==> src/core/wd_pkg.sv <==
// constants, field layouts and carrier types of the watchdog control block
// assumes a byte-wide register port and counting ticks synchronous to clk_i
package wd_pkg;

	// register offsets on the byte-wide port
	localparam logic [7:0] ADDR_CONTROL = 8'h0C;
	localparam logic [7:0] ADDR_SERVICE = 8'h0F;
	localparam logic [7:0] ADDR_CLKSEL = 8'h20;
	localparam logic [7:0] ADDR_STATUS = 8'h21;

	// control register field positions
	localparam int CTL_WINDOW_BIT = 7;
	localparam int CTL_HALT_BIT = 6;
	localparam int CTL_MASK_BIT = 5;
	localparam int CTL_RATE_MSB = 2;

	// clock select register field positions
	localparam int CLK_OSC_BIT = 0;
	localparam int CLK_AUTO_BIT = 1;

	// service register values
	localparam logic [7:0] SERVICE_FIRST = 8'h55;
	localparam logic [7:0] SERVICE_SECOND = 8'hAA;

	localparam logic [2:0] RATE_OFF = 3'h0;
	localparam logic [4:0] DEBUG_LONG_SHIFT = 5'h18;
	localparam int CNT_W = 25;

	typedef struct packed {
		logic window_mode;
		logic halt_in_debug;
		logic [2:0] timeout_rate;
	} wd_ctrl_t;

	typedef struct packed {
		logic wd_autonomous_select;
		logic wd_osc_select;
	} wd_clksel_t;

	typedef enum logic [1:0] {
		SVC_IDLE = 2'b00,
		SVC_ARMED = 2'b01
	} svc_state_t;

	// log2 of the time-out in counting-clock cycles
	function automatic logic [4:0] rate_shift(input logic autonomous, input logic [2:0] rate);
		logic [4:0] s;
		s = 5'h0;
		if (autonomous) begin
			case (rate)
				3'h1: s = 5'h07;
				3'h2: s = 5'h09;
				3'h3: s = 5'h0B;
				3'h4: s = 5'h0D;
				3'h5: s = 5'h0F;
				3'h6: s = 5'h10;
				3'h7: s = 5'h11;
				default: s = 5'h0;
			endcase
		end else begin
			case (rate)
				3'h1: s = 5'h0E;
				3'h2: s = 5'h10;
				3'h3: s = 5'h12;
				3'h4: s = 5'h14;
				3'h5: s = 5'h16;
				3'h6: s = 5'h17;
				3'h7: s = 5'h18;
				default: s = 5'h0;
			endcase
		end
		return s;
	endfunction

endpackage

==> src/core/wd_control.sv <==
// watchdog control: control register, clock choice, service sequence, time-out counter
// assumes all inputs synchronous to clk_i; count ticks are one-cycle enables
//
// Behaviour
// - counter ticks from autonomous, RC or crystal
// - pseudo stop with crystal and run keeps counting
// - autonomous select keeps counting in all stops
// - control register loaded from flash after reset
// - halt bit free in special, set-only normal
// - window and rate write-once normal, masked ignored
// - zero rate or clear window consume once
// - nonzero flash rate starts the time-out
// - clock select change or crystal loss restarts
// - normal effective write or halt set restarts
// - special mode: every control write restarts
// - window mode: early service write resets
// - repeated first value, second value restarts
// - halt bit stops counters in background debug
// - write mask protects window, rate, once
// - rate selects time-out; expiry asserts reset
// - special debug without halt uses longest period
// - bit seven selects windowed operation
// - standard rate table, code zero disables
// - autonomous clock halved, short rate table
// - first then second value services; others reset
// - rate zero: service ignored, reads zero
//
// Chosen here: the plain strobed port.
`timescale 1ns/1ns
module wd_control
	import wd_pkg::*;
#(
	parameter int RATE_SHIFT_REDUCE = 0
) (
	// clock, reset, enable
	input wire logic clk_i,
	input wire logic sys_rst_i,
	input wire logic ce_i,
	// register port
	input wire logic [7:0] addr_i,
	input wire logic [7:0] wr_data_i,
	input wire logic wr_en_i,
	input wire logic rd_en_i,
	output logic [7:0] rd_data_o,
	// counting ticks
	input wire logic aclk_tick_i,
	input wire logic internal_rc_clock_i,
	input wire logic crystal_clock_i,
	// chip mode and status
	input wire wd_ctrl_t flash_ctrl_i,
	input wire logic special_mode_i,
	input wire logic stop_mode_i,
	input wire logic pseudo_stop_select_i,
	input wire logic osc_run_in_pseudo_stop_i,
	input wire logic osc_ok_flag_i,
	input wire logic background_debug_i,
	// results
	output logic wd_reset_o,
	output logic periodic_tick_halt_o
);

	wd_ctrl_t ctrl;
	wd_clksel_t clksel;
	svc_state_t svc_state;
	logic load_pending;
	logic once_used;
	logic aclk_half;
	logic osc_ok_q;
	logic [CNT_W-1:0] cnt;

	logic ctl_wr, svc_wr, clk_wr;
	logic fields_ok;
	logic enabled, debug_long, window_eff;
	logic stop_halt, debug_halt, run, tick;
	logic [4:0] eff_shift;
	logic [CNT_W-1:0] limit, win_start;
	logic expire, bad_value, early_write, service_done;
	logic restart;

	assign ctl_wr = ce_i && wr_en_i && addr_i == ADDR_CONTROL;
	assign svc_wr = ce_i && wr_en_i && addr_i == ADDR_SERVICE;
	assign clk_wr = ce_i && wr_en_i && addr_i == ADDR_CLKSEL;
	// window and rate may change on this write
	assign fields_ok = !wr_data_i[CTL_MASK_BIT] && (special_mode_i || !once_used);

	assign enabled = ctrl.timeout_rate != RATE_OFF && !load_pending;
	assign debug_long = enabled && background_debug_i && !ctrl.halt_in_debug
		&& special_mode_i;
	assign window_eff = ctrl.window_mode && !debug_long;

	// period selection
	always_comb begin
		logic [4:0] s;
		s = debug_long ? DEBUG_LONG_SHIFT
			: rate_shift(clksel.wd_autonomous_select, ctrl.timeout_rate);
		eff_shift = s - 5'(RATE_SHIFT_REDUCE);
	end
	assign limit = (CNT_W'(1) << eff_shift) - CNT_W'(1);
	// first 75 percent ends at three quarters of the period
	assign win_start = CNT_W'(3) << (eff_shift - 5'h2);

	// keeping running in stop needs a clock that stays alive there
	always_comb begin
		if (!stop_mode_i || clksel.wd_autonomous_select) begin
			stop_halt = 1'b0;
		end else begin
			stop_halt = !(pseudo_stop_select_i && clksel.wd_osc_select
				&& osc_run_in_pseudo_stop_i);
		end
	end
	assign debug_halt = background_debug_i && ctrl.halt_in_debug;
	assign run = enabled && !stop_halt && !debug_halt;

	// counting tick source
	always_comb begin
		if (clksel.wd_autonomous_select) begin
			tick = aclk_tick_i && aclk_half;
		end else if (clksel.wd_osc_select) begin
			tick = crystal_clock_i;
		end else begin
			tick = internal_rc_clock_i;
		end
	end

	always_ff @(posedge clk_i) begin
		if (sys_rst_i) begin
			aclk_half <= 1'b0;
		end else if (ce_i && aclk_tick_i) begin
			aclk_half <= !aclk_half;
		end
	end

	// service sequence checks
	assign bad_value = svc_wr && enabled && wr_data_i != SERVICE_FIRST
		&& wr_data_i != SERVICE_SECOND;
	assign early_write = svc_wr && enabled && window_eff && cnt < win_start;
	assign service_done = svc_wr && enabled && !early_write && svc_state == SVC_ARMED
		&& wr_data_i == SERVICE_SECOND;
	assign expire = ce_i && run && tick && cnt >= limit;

	// restart sources
	always_comb begin
		restart = service_done;
		if (clk_wr && wr_data_i[1:0] != clksel) begin
			restart = 1'b1;
		end
		if (ce_i && osc_ok_q && !osc_ok_flag_i && !clksel.wd_autonomous_select
			&& clksel.wd_osc_select) begin
			restart = 1'b1;
		end
		if (ctl_wr && special_mode_i && !load_pending) begin
			restart = 1'b1;
		end
		if (ctl_wr && !special_mode_i && !load_pending) begin
			if (fields_ok && (wr_data_i[CTL_RATE_MSB:0] != RATE_OFF
				|| wr_data_i[CTL_WINDOW_BIT])) begin
				restart = 1'b1;
			end
			if (!ctrl.halt_in_debug && wr_data_i[CTL_HALT_BIT]) begin
				restart = 1'b1;
			end
		end
	end

	always_ff @(posedge clk_i) begin
		if (sys_rst_i) begin
			osc_ok_q <= 1'b0;
		end else if (ce_i) begin
			osc_ok_q <= osc_ok_flag_i;
		end
	end

	// control register and flash load
	always_ff @(posedge clk_i) begin
		if (sys_rst_i) begin
			ctrl <= '0;
			load_pending <= 1'b1;
			once_used <= 1'b0;
		end else if (ce_i && load_pending) begin
			// counter is cleared by reset, so a nonzero rate starts from zero here
			ctrl <= flash_ctrl_i;
			load_pending <= 1'b0;
		end else if (ctl_wr) begin
			if (special_mode_i) begin
				ctrl.halt_in_debug <= wr_data_i[CTL_HALT_BIT];
			end else if (wr_data_i[CTL_HALT_BIT]) begin
				ctrl.halt_in_debug <= 1'b1;
			end
			if (fields_ok) begin
				if (special_mode_i) begin
					ctrl.window_mode <= wr_data_i[CTL_WINDOW_BIT];
					ctrl.timeout_rate <= wr_data_i[CTL_RATE_MSB:0];
				end else begin
					once_used <= 1'b1;
					if (wr_data_i[CTL_WINDOW_BIT]) begin
						ctrl.window_mode <= 1'b1;
					end
					if (wr_data_i[CTL_RATE_MSB:0] != RATE_OFF) begin
						ctrl.timeout_rate <= wr_data_i[CTL_RATE_MSB:0];
					end
				end
			end
		end
	end

	always_ff @(posedge clk_i) begin
		if (sys_rst_i) begin
			clksel <= '0;
		end else if (clk_wr) begin
			clksel <= wr_data_i[1:0];
		end
	end

	// service state: the first value may repeat; only the second one completes
	always_ff @(posedge clk_i) begin
		if (sys_rst_i) begin
			svc_state <= SVC_IDLE;
		end else if (ce_i) begin
			case (svc_state)
				SVC_IDLE: begin
					if (svc_wr && enabled && wr_data_i == SERVICE_FIRST) begin
						svc_state <= SVC_ARMED;
					end
				end
				SVC_ARMED: begin
					if (restart || !enabled) begin
						svc_state <= SVC_IDLE;
					end
				end
				default: svc_state <= SVC_IDLE;
			endcase
		end
	end

	// time-out counter
	always_ff @(posedge clk_i) begin
		if (sys_rst_i) begin
			cnt <= '0;
		end else if (ce_i) begin
			if (restart || !enabled || expire) begin
				cnt <= '0;
			end else if (run && tick) begin
				cnt <= cnt + CNT_W'(1);
			end
		end
	end

	// reset request: a single pulse, the system reset is expected to follow
	always_ff @(posedge clk_i) begin
		if (sys_rst_i) begin
			wd_reset_o <= 1'b0;
		end else if (ce_i) begin
			wd_reset_o <= expire || bad_value || early_write;
		end
	end

	always_ff @(posedge clk_i) begin
		if (sys_rst_i) begin
			periodic_tick_halt_o <= 1'b0;
		end else if (ce_i) begin
			periodic_tick_halt_o <= debug_halt;
		end
	end

	// read port; the mask bit is write-only and reads zero
	always_ff @(posedge clk_i) begin
		if (sys_rst_i) begin
			rd_data_o <= '0;
		end else if (ce_i) begin
			rd_data_o <= '0;
			if (rd_en_i) begin
				case (addr_i)
					ADDR_CONTROL: begin
						rd_data_o[CTL_WINDOW_BIT] <= ctrl.window_mode;
						rd_data_o[CTL_HALT_BIT] <= ctrl.halt_in_debug;
						rd_data_o[CTL_RATE_MSB:0] <= ctrl.timeout_rate;
					end
					ADDR_SERVICE: rd_data_o <= '0;
					ADDR_CLKSEL: rd_data_o[1:0] <= clksel;
					ADDR_STATUS: rd_data_o <= {5'h0, svc_state == SVC_ARMED, run, enabled};
					default: rd_data_o <= '0;
				endcase
			end
		end
	end
endmodule

==> config.mk <==
export PLATFORM = sky130hd
export DESIGN_NAME = wd_control
export DESIGN_NICKNAME = d
export VERILOG_FILES = /design/src/core/wd_pkg.sv /design/src/core/wd_control.sv
export SDC_FILE = /design/constraint.sdc
export NUM_CORES = 1
export LEC_CHECK = 0
export BUFFER_PORTS_ARGS = -buffer_cell sky130_fd_sc_hd__buf_2
export CAP_MARGIN = 10
export CORE_ASPECT_RATIO = 0.75
export CORE_MARGIN = 4
export CORE_UTILIZATION = 56
export CTS_BUF_LIST = sky130_fd_sc_hd__clkbuf_2 sky130_fd_sc_hd__clkbuf_4 sky130_fd_sc_hd__clkbuf_8
export CTS_CLUSTER_SIZE = 28
export DETAILED_ROUTE_END_ITERATION = 8
export PLACE_DENSITY = 0.8
export SETUP_SLACK_MARGIN = 0.5
export SLEW_MARGIN = 20
export SYNTH_ARGS = -nofsm -noshare
export SYNTH_HDL_FRONTEND = slang
export SYNTH_SLANG_ARGS = --single-unit
==> constraint.sdc <==
create_clock -name clk_i -period 7.4 [get_ports clk_i]
set_input_delay 1.48 -clock clk_i [delete_from_list [all_inputs] [get_ports clk_i]]
set_output_delay 1.48 -clock clk_i [all_outputs]
set_load 0.02 [all_outputs]
* Word level (Yosys, flattened, before mapping)
Cells that the tools add are included.
Cells by class: bitwise operators 2, add/sub/neg operators 3, $mul 0, shift operators 2, muxes and demuxes 32, reduce and logical (&&, ||, !) cells 79, equal/unequal tests 19, order comparisons 2, divide/modulo/power cells 0
Operator list (number):
- $pmux 5 s7 | 2
- $mux 25 | 2
- $logic_and 1x1->1 | 42
- $add 25x1->25 const B | 1
- $ge 25x25->1 | 1
- $lt 25x25->1 | 1
- $shl 1x5->25 const A | 1
- $shl 2x5->25 const A | 1
- $sub 25x2->25 const B | 1
- $mux 5 | 4
- $eq 8x4->1 const B | 2
- $eq 8x6->1 const B | 2
- $logic_not 1->1 | 15
- $reduce_bool 3->1 | 5
- $mux 1 | 14
- $eq 3x3->1 const B | 4
- $mux 3 | 3
- $reduce_and 3->1 | 3
- $eq 8x7->1 const B | 1
- $eq 8x8->1 const B | 1
- $mux 8 | 1
- $ne 8x7->1 const B | 1
- $ne 8x8->1 const B | 1
- $logic_or 1x1->1 | 7
- 15 further kinds | 23
Word-level totals: input bits 35, memory bits (read-only) 0, bits in writable memories 0, register bits after elaboration 48, bits in latches 0, memories kept 0, output and inout bits 10, word-level logic and storage cells 153

* Logic depth before layout (Yosys ltp)
depth in word-level cells 24, depth in mapped cells 26, gate-level depth less buffers 22

* Worst setup path after synthesis
Ideal clock, no wire load.
path kind in2reg, from in special_mode_i, to reg cnt[0], data required time 7.322 ns, buffers on the path 3, stages on the path 20, library setup time 0.078 ns, arrival time 5.426 ns, path slack 1.896 ns, path through nand4bb_1 -> clkbuf_1 -> nand2_1 -> ha_1 -> clkbuf_1 -> nand2_1 -> ha_1 -> a21boi_1 -> o21ai_1 -> nor2_1 -> nand2_1 -> a32oi_1 -> ha_1 -> a211o_1 -> a31oi_1 -> nand3_1 -> o211a_1 -> o21a_1 -> clkbuf_1 -> nor3_1
On the way: cells in the longest elaborated chain, start to end 20, elaborated cells on any way between the ends 36, classes of those cells add/sub (2); order compare (2); shift (2); mux (8); reduce/logical (22)
RTL lines:
- start: declaration | RTL line wd_control.sv:51 | input wire logic special_mode_i,
- $logic_and 1x1->1 | RTL line wd_control.sv:88 | && special_mode_i;
- $mux 5 | RTL line wd_control.sv:94 | s = debug_long ? DEBUG_LONG_SHIFT
- $sub 5x2->5 | RTL line wd_control.sv:100 | assign win_start = CNT_W'(3) << (eff_shift - 5'h2);
- $shl 2x5->25 | RTL line wd_control.sv:100
- $lt 25x25->1 | RTL line wd_control.sv:136 | assign early_write = svc_wr && enabled && window_eff && cnt < win_start;
- $logic_and 1x1->1 | RTL line wd_control.sv:136
- $logic_not 1->1 | RTL line wd_control.sv:137 | assign service_done = svc_wr && enabled && !early_write && svc_state == SVC_ARMED
- $logic_and 1x1->1 (2 in series) | RTL line wd_control.sv:137
- [3 not listed]
- $mux 1 | RTL line wd_control.sv:151 | if (ctl_wr && special_mode_i && !load_pending) begin
- $mux 1 | RTL line wd_control.sv:155 | if (fields_ok && (wr_data_i[CTL_RATE_MSB:0] != RATE_OFF
- $mux 1 | RTL line wd_control.sv:159 | if (!ctrl.halt_in_debug && wr_data_i[CTL_HALT_BIT]) begin
- $mux 1 | RTL line wd_control.sv:154 | if (ctl_wr && !special_mode_i && !load_pending) begin
- $logic_or 1x1->1 | RTL line wd_control.sv:240 | if (restart || !enabled || expire) begin
- $logic_or 1x1->1 * | RTL line wd_control.sv:240
- $reduce_bool 2->1 (no source line)
- $reduce_and 2->1 (no source line)
- end signal: assignment | RTL line wd_control.sv:243 | cnt <= cnt + CNT_W'(1);
- end: declaration | RTL line wd_control.sv:69 | logic [CNT_W-1:0] cnt;
Mark *: on every way between the ends. The rest lies on a longest branch, timed or not. A chain may end at the register's enable or synchronous reset.

* Worst setup path in the final report
from in special_mode_i, to reg cnt[18]
Same word-level chain as after synthesis.

==> impl_summary.txt <==
----------------------------------------------------
[Status]
  Status ... complete, no violations

[Die]
  I/O pins ... 45
  Die boundary height ... roughly 86 µm
  Area of the die ... 9631 µm²
  Area of the core ... just under 8000 µm²
  Number of placement rows ... 28
  Initial cell density of the core ... 57.62%
  Die Wd ... 112.0 µm

[Synth]
  Number of different library cells in the post-synthesis netlist ... 60
  Flip-flop cell with the highest count after synthesis ... sky130_fd_sc_hd__dfxtp_1
  Number of enable-type register cells in the synthesized netlist ... 0
  Part of the Yosys area used for sequential elements ... between 10% and 20%
  Cell accounting for the most synthesized area ... sky130_fd_sc_hd__dfxtp_1
  Syn. warnings ... 0
  Area fraction of the dominant cell type after synthesis ... between 15 and 20%
  Async S/R FF share, synth ... 0%
  Post-synthesis instance area ... roughly 4500 µm²
  Flops & latches, synth ... 44
  Average size of a mapped cell ... around 7.4 µm²
  Post-synthesis cell count ... 612
  Top area cells in the synthesized netlist ... sky130_fd_sc_hd__dfxtp_1 19%, sky130_fd_sc_hd__ha_1 17%, sky130_fd_sc_hd__nand2_1 6.4%

[Setup path]
  Worst endpoint required time ... around 7.6 ns
  Launching element type of the critical path ... primary input
  Worst r2r path cells ... 19
  Launch point of the worst reg-to-reg path ... clksel[1]$_SDFFE_PP0P_
  Peak fanout along the critical path ... 25
  Worst reg2reg setup slack ... between 1.5 and 2 ns
  Critical register-to-register path endpoint ... cnt[18]$_SDFFE_PP0P_
  Category of the most critical setup path ... in2reg
  Critical path capture point type ... flip-flop
  Data arrival at the endpoint of the critical path ... around 6.4 ns

[Power]
  Highest ir drop seen on vdd ... roughly 0.11 mV
  Power density cells ... around 140 nW/µm²
  Leakage power summed over all cells ... 1.931 nW

[Timing]
  Final Max Slew Viols ... 0
  Final count of negative-setup-slack endpoints ... 0
  Unrepaired setup endpoints after global routing ... no
  Final worst-path cycle share ... 83.77%
  Remaining max-slew budget at the tightest pin ... a little over a quarter
  Max Fclk ... roughly 160 MHz
  Min cycle time layout ... 6.199 ns
  Post-Route Setup TNS ... 0 ns
  Least setup slack across all paths after layout ... approximately 1.2 ns
  Post-Route Skew ... approximately 0.022 ns
  Final hold violation count ... 0
  Slew at the pin closest to its max-slew limit ... between 1 and 1.5 ns

[Routing]
  DRT Wirelength ... roughly 14000 µm
  Total DRC errors in the routed layout ... 0
  Via count of the routed design ... approximately 5000
  Drt first-iter violations ... 604
  Router iterations before antenna repair ... 5
  Via/cell ratio ... between 6 and 7
  Drt wl/cell ... between 15 and 20 µm
  Antenna viol nets, final ... 0

[Global routing]
  Sum of overflow across all layers after global routing ... 0
  Met2 Track Usage GR ... around two fifths
  Via count of the first global-routing pass ... roughly 4400
  Met1 Use GR ... about two fifths
  Maximum number of pins on one net before global-route repair ... 45
  First-pass GRT wire length ... 22170 µm
  Grt peak-use layer ... met1
  Global routing usage summed across all routing layers ... ~28%
  Met3 Use GR ... ~7.5%
  Number of antenna violations at the first check in global routing ... 0

[CTS]
  Depth of the CTS H-tree ... 2
  Total clock sinks ... between 40 and 50
  Cell chosen for the clock root ... sky130_fd_sc_hd__clkbuf_8
  Clock transition at the registers of the reported paths ... 0.09 ns
  Clock tree from TritonCTS ... built
  Latest clock arrival within the worst-skew pair ... approximately 0.32 ns
  Clk buf depth ... 2
  Buffers inserted by post-CTS timing repair ... 0
  CTS Buf Count ... 5

[Cells and area]
  Post-layout nets ... between 700 and 800
  FILL cells ... about 710
  P&R area growth vs syn ... 7.245%
  Diode insertion count for antenna repair ... 0
  Number of cells in the finished layout apart from fillers ... 735
  Share of cells above drive strength 1 ... 10.48%

[Place]
  Placement-stage worst setup slack ... 0.7754 ns
  Final RePlAce weighted congestion ... slightly above 0.9
  Post-detail-place hpwl ... between 10000 and 15000 µm
  Number of buffer cells added on primary ports ... just over 40
  Placed cell count ... just over 700

[Run]
  Number of maximum-capacitance constraint violations ... 0

[Worst hold path]
  Count of cells along the worst hold path ... 2
  Startpoint of the worst hold path ... periodic_tick_halt_o$_SDFFE_PP0P_
  Class of the tightest hold or removal check ... reg2reg
  Hold Path End ... periodic_tick_halt_o$_SDFFE_PP0P_

----------------------------------------------------
[cell type report]
type	instances	area, µm²	area share [%]
Clock inverter	3	46.29	0.9504
Tap cell	105	131.4	2.697
Sequential cell	44	880.8	18.08
Inverter	14	52.55	1.079
Clock buffer	5	68.82	1.413
Timing Repair Buffer	44	227.7	4.675
Multi-Input combinational cell	520	3463	71.10
[worst max-delay path, stage by stage]
cell and delay (ns):
sky130_fd_sc_hd__buf_2 0.14, sky130_fd_sc_hd__nand4bb_1 0.41, sky130_fd_sc_hd__nand2_1 0.36, sky130_fd_sc_hd__inv_1 0.14, sky130_fd_sc_hd__ha_1 0.42, sky130_fd_sc_hd__nor2_1 0.25
sky130_fd_sc_hd__o21ai_0 0.11, sky130_fd_sc_hd__a21boi_1 0.41, sky130_fd_sc_hd__o21ai_1 0.29, sky130_fd_sc_hd__nor2_1 0.38, sky130_fd_sc_hd__nand2_1 0.09, sky130_fd_sc_hd__a32oi_1 0.23
sky130_fd_sc_hd__ha_1 0.28, sky130_fd_sc_hd__a211o_1 0.26, sky130_fd_sc_hd__a31oi_1 0.14, sky130_fd_sc_hd__nand3_1 0.09, sky130_fd_sc_hd__o211a_1 0.26, sky130_fd_sc_hd__o21a_2 0.39
sky130_fd_sc_hd__a211oi_1 0.24
[repair_timing]
action,4_1_cts,5_1_grt
resized for setup,0,1
hold buffers,0,0
endpoints found under the setup margin,0,3
[through the flow]
stage / power, mW / cell area, µm² / util, % / hold WS, ns
5_1_grt: 0.7196 / 4871 / 61.79 / 0.5116
6_report: 0.6825 / 4871 / 61.79 / 0.4733
2_1_floorplan: 0.4204 / 4549 / - / 0.4559
4_1_cts: 0.6773 / 4870 / 61.78 / 0.4832
3_3_place_gp: 0.4724 / 4755 / 60.32 / 0.4534
3_5_place_dp: 0.4800 / 4755 / 60.32 / 0.4661
[kinds of logic (layout without fill, tap and decap cells)]
group                    after synthesis  count (layout)  share of synthesized area [%]
AO/OA/AOI/OAI                        156             156                          22.31
XOR/XNOR                              35              35                          6.749
adder cells (fa/ha/maj)               60              60                          16.53
buffers and inverters                 50              66                          4.545
flip-flops                            44              44                          19.39
multiplexers                          10              10                          2.314
other                                  1               3                        0.08257
AND/OR/NAND/NOR                      256             256                          28.07
[flip-flops by register name, summed over array words and instances (netlist names)]
signal	cells
cnt	25
ctrl	5
rd_data_o	5
clksel	2
aclk_half	1
load_pending	1
once_used	1
osc_ok_q	1
periodic_tick_halt_o	1
svc_state	1
wd_reset_o	1
[per-layer routing]
layer  routed length, µm  part of all wire, %
met1                6215                   45
met2                5839                   42
met3                1558                   11
met4                 330                  2.4
met5                   0                    0
[report_power, final]
| part | switching (mW) | leakage, nW | internal, mW |
|---|---|---|---|
| Sequential | 0.00995 | 0.356 | 0.241 |
| Combinational | 0.149 | 1.52 | 0.0845 |
| Clock | 0.0970 | 0.0548 | 0.102 |
[cell usage in the layout, fill, tap and decap left out, types with 10 or more instances in the layout]
cell type | synthesis | final
sky130_fd_sc_hd__o21ai_0 | 35 | 35
sky130_fd_sc_hd__a211oi_1 | 18 | 18
sky130_fd_sc_hd__ha_1 | 60 | 60
sky130_fd_sc_hd__inv_1 | 14 | 14
sky130_fd_sc_hd__nand3_1 | 20 | 20
sky130_fd_sc_hd__a21oi_1 | 46 | 46
sky130_fd_sc_hd__buf_2 | 0 | 41
sky130_fd_sc_hd__nand2_1 | 78 | 78
sky130_fd_sc_hd__nor3_1 | 33 | 33
sky130_fd_sc_hd__xor2_1 | 10 | 10
sky130_fd_sc_hd__nor2_1 | 51 | 51
sky130_fd_sc_hd__xnor2_1 | 25 | 25
sky130_fd_sc_hd__dfxtp_1 | 44 | 44
[worst max-delay path by stage]
stage | from | endpoint | cells after the start
detailed placement | special_mode_i | cnt[21]$_SDFFE_PP0P_ | 19
finish | special_mode_i | cnt[18]$_SDFFE_PP0P_ | 19
CTS | special_mode_i | cnt[21]$_SDFFE_PP0P_ | 19
global route | special_mode_i | cnt[18]$_SDFFE_PP0P_ | 19
floorplan | special_mode_i | cnt[0]$_SDFFE_PP0P_ | 20
global placement | special_mode_i | cnt[1]$_SDFFE_PP0P_ | 19
[cells in the mapped netlist, types with 14 or more instances]
cell,count
sky130_fd_sc_hd__nor3_1,33
sky130_fd_sc_hd__xnor2_1,25
sky130_fd_sc_hd__nor2_1,51
sky130_fd_sc_hd__clkbuf_1,30
sky130_fd_sc_hd__o21ai_0,35
sky130_fd_sc_hd__nand3_1,20
sky130_fd_sc_hd__a211oi_1,18
sky130_fd_sc_hd__ha_1,60
sky130_fd_sc_hd__a21oi_1,46
sky130_fd_sc_hd__nand2_1,78
sky130_fd_sc_hd__dfxtp_1,44
sky130_fd_sc_hd__inv_1,14
Note: power is estimated with default switching activity, not from simulation.
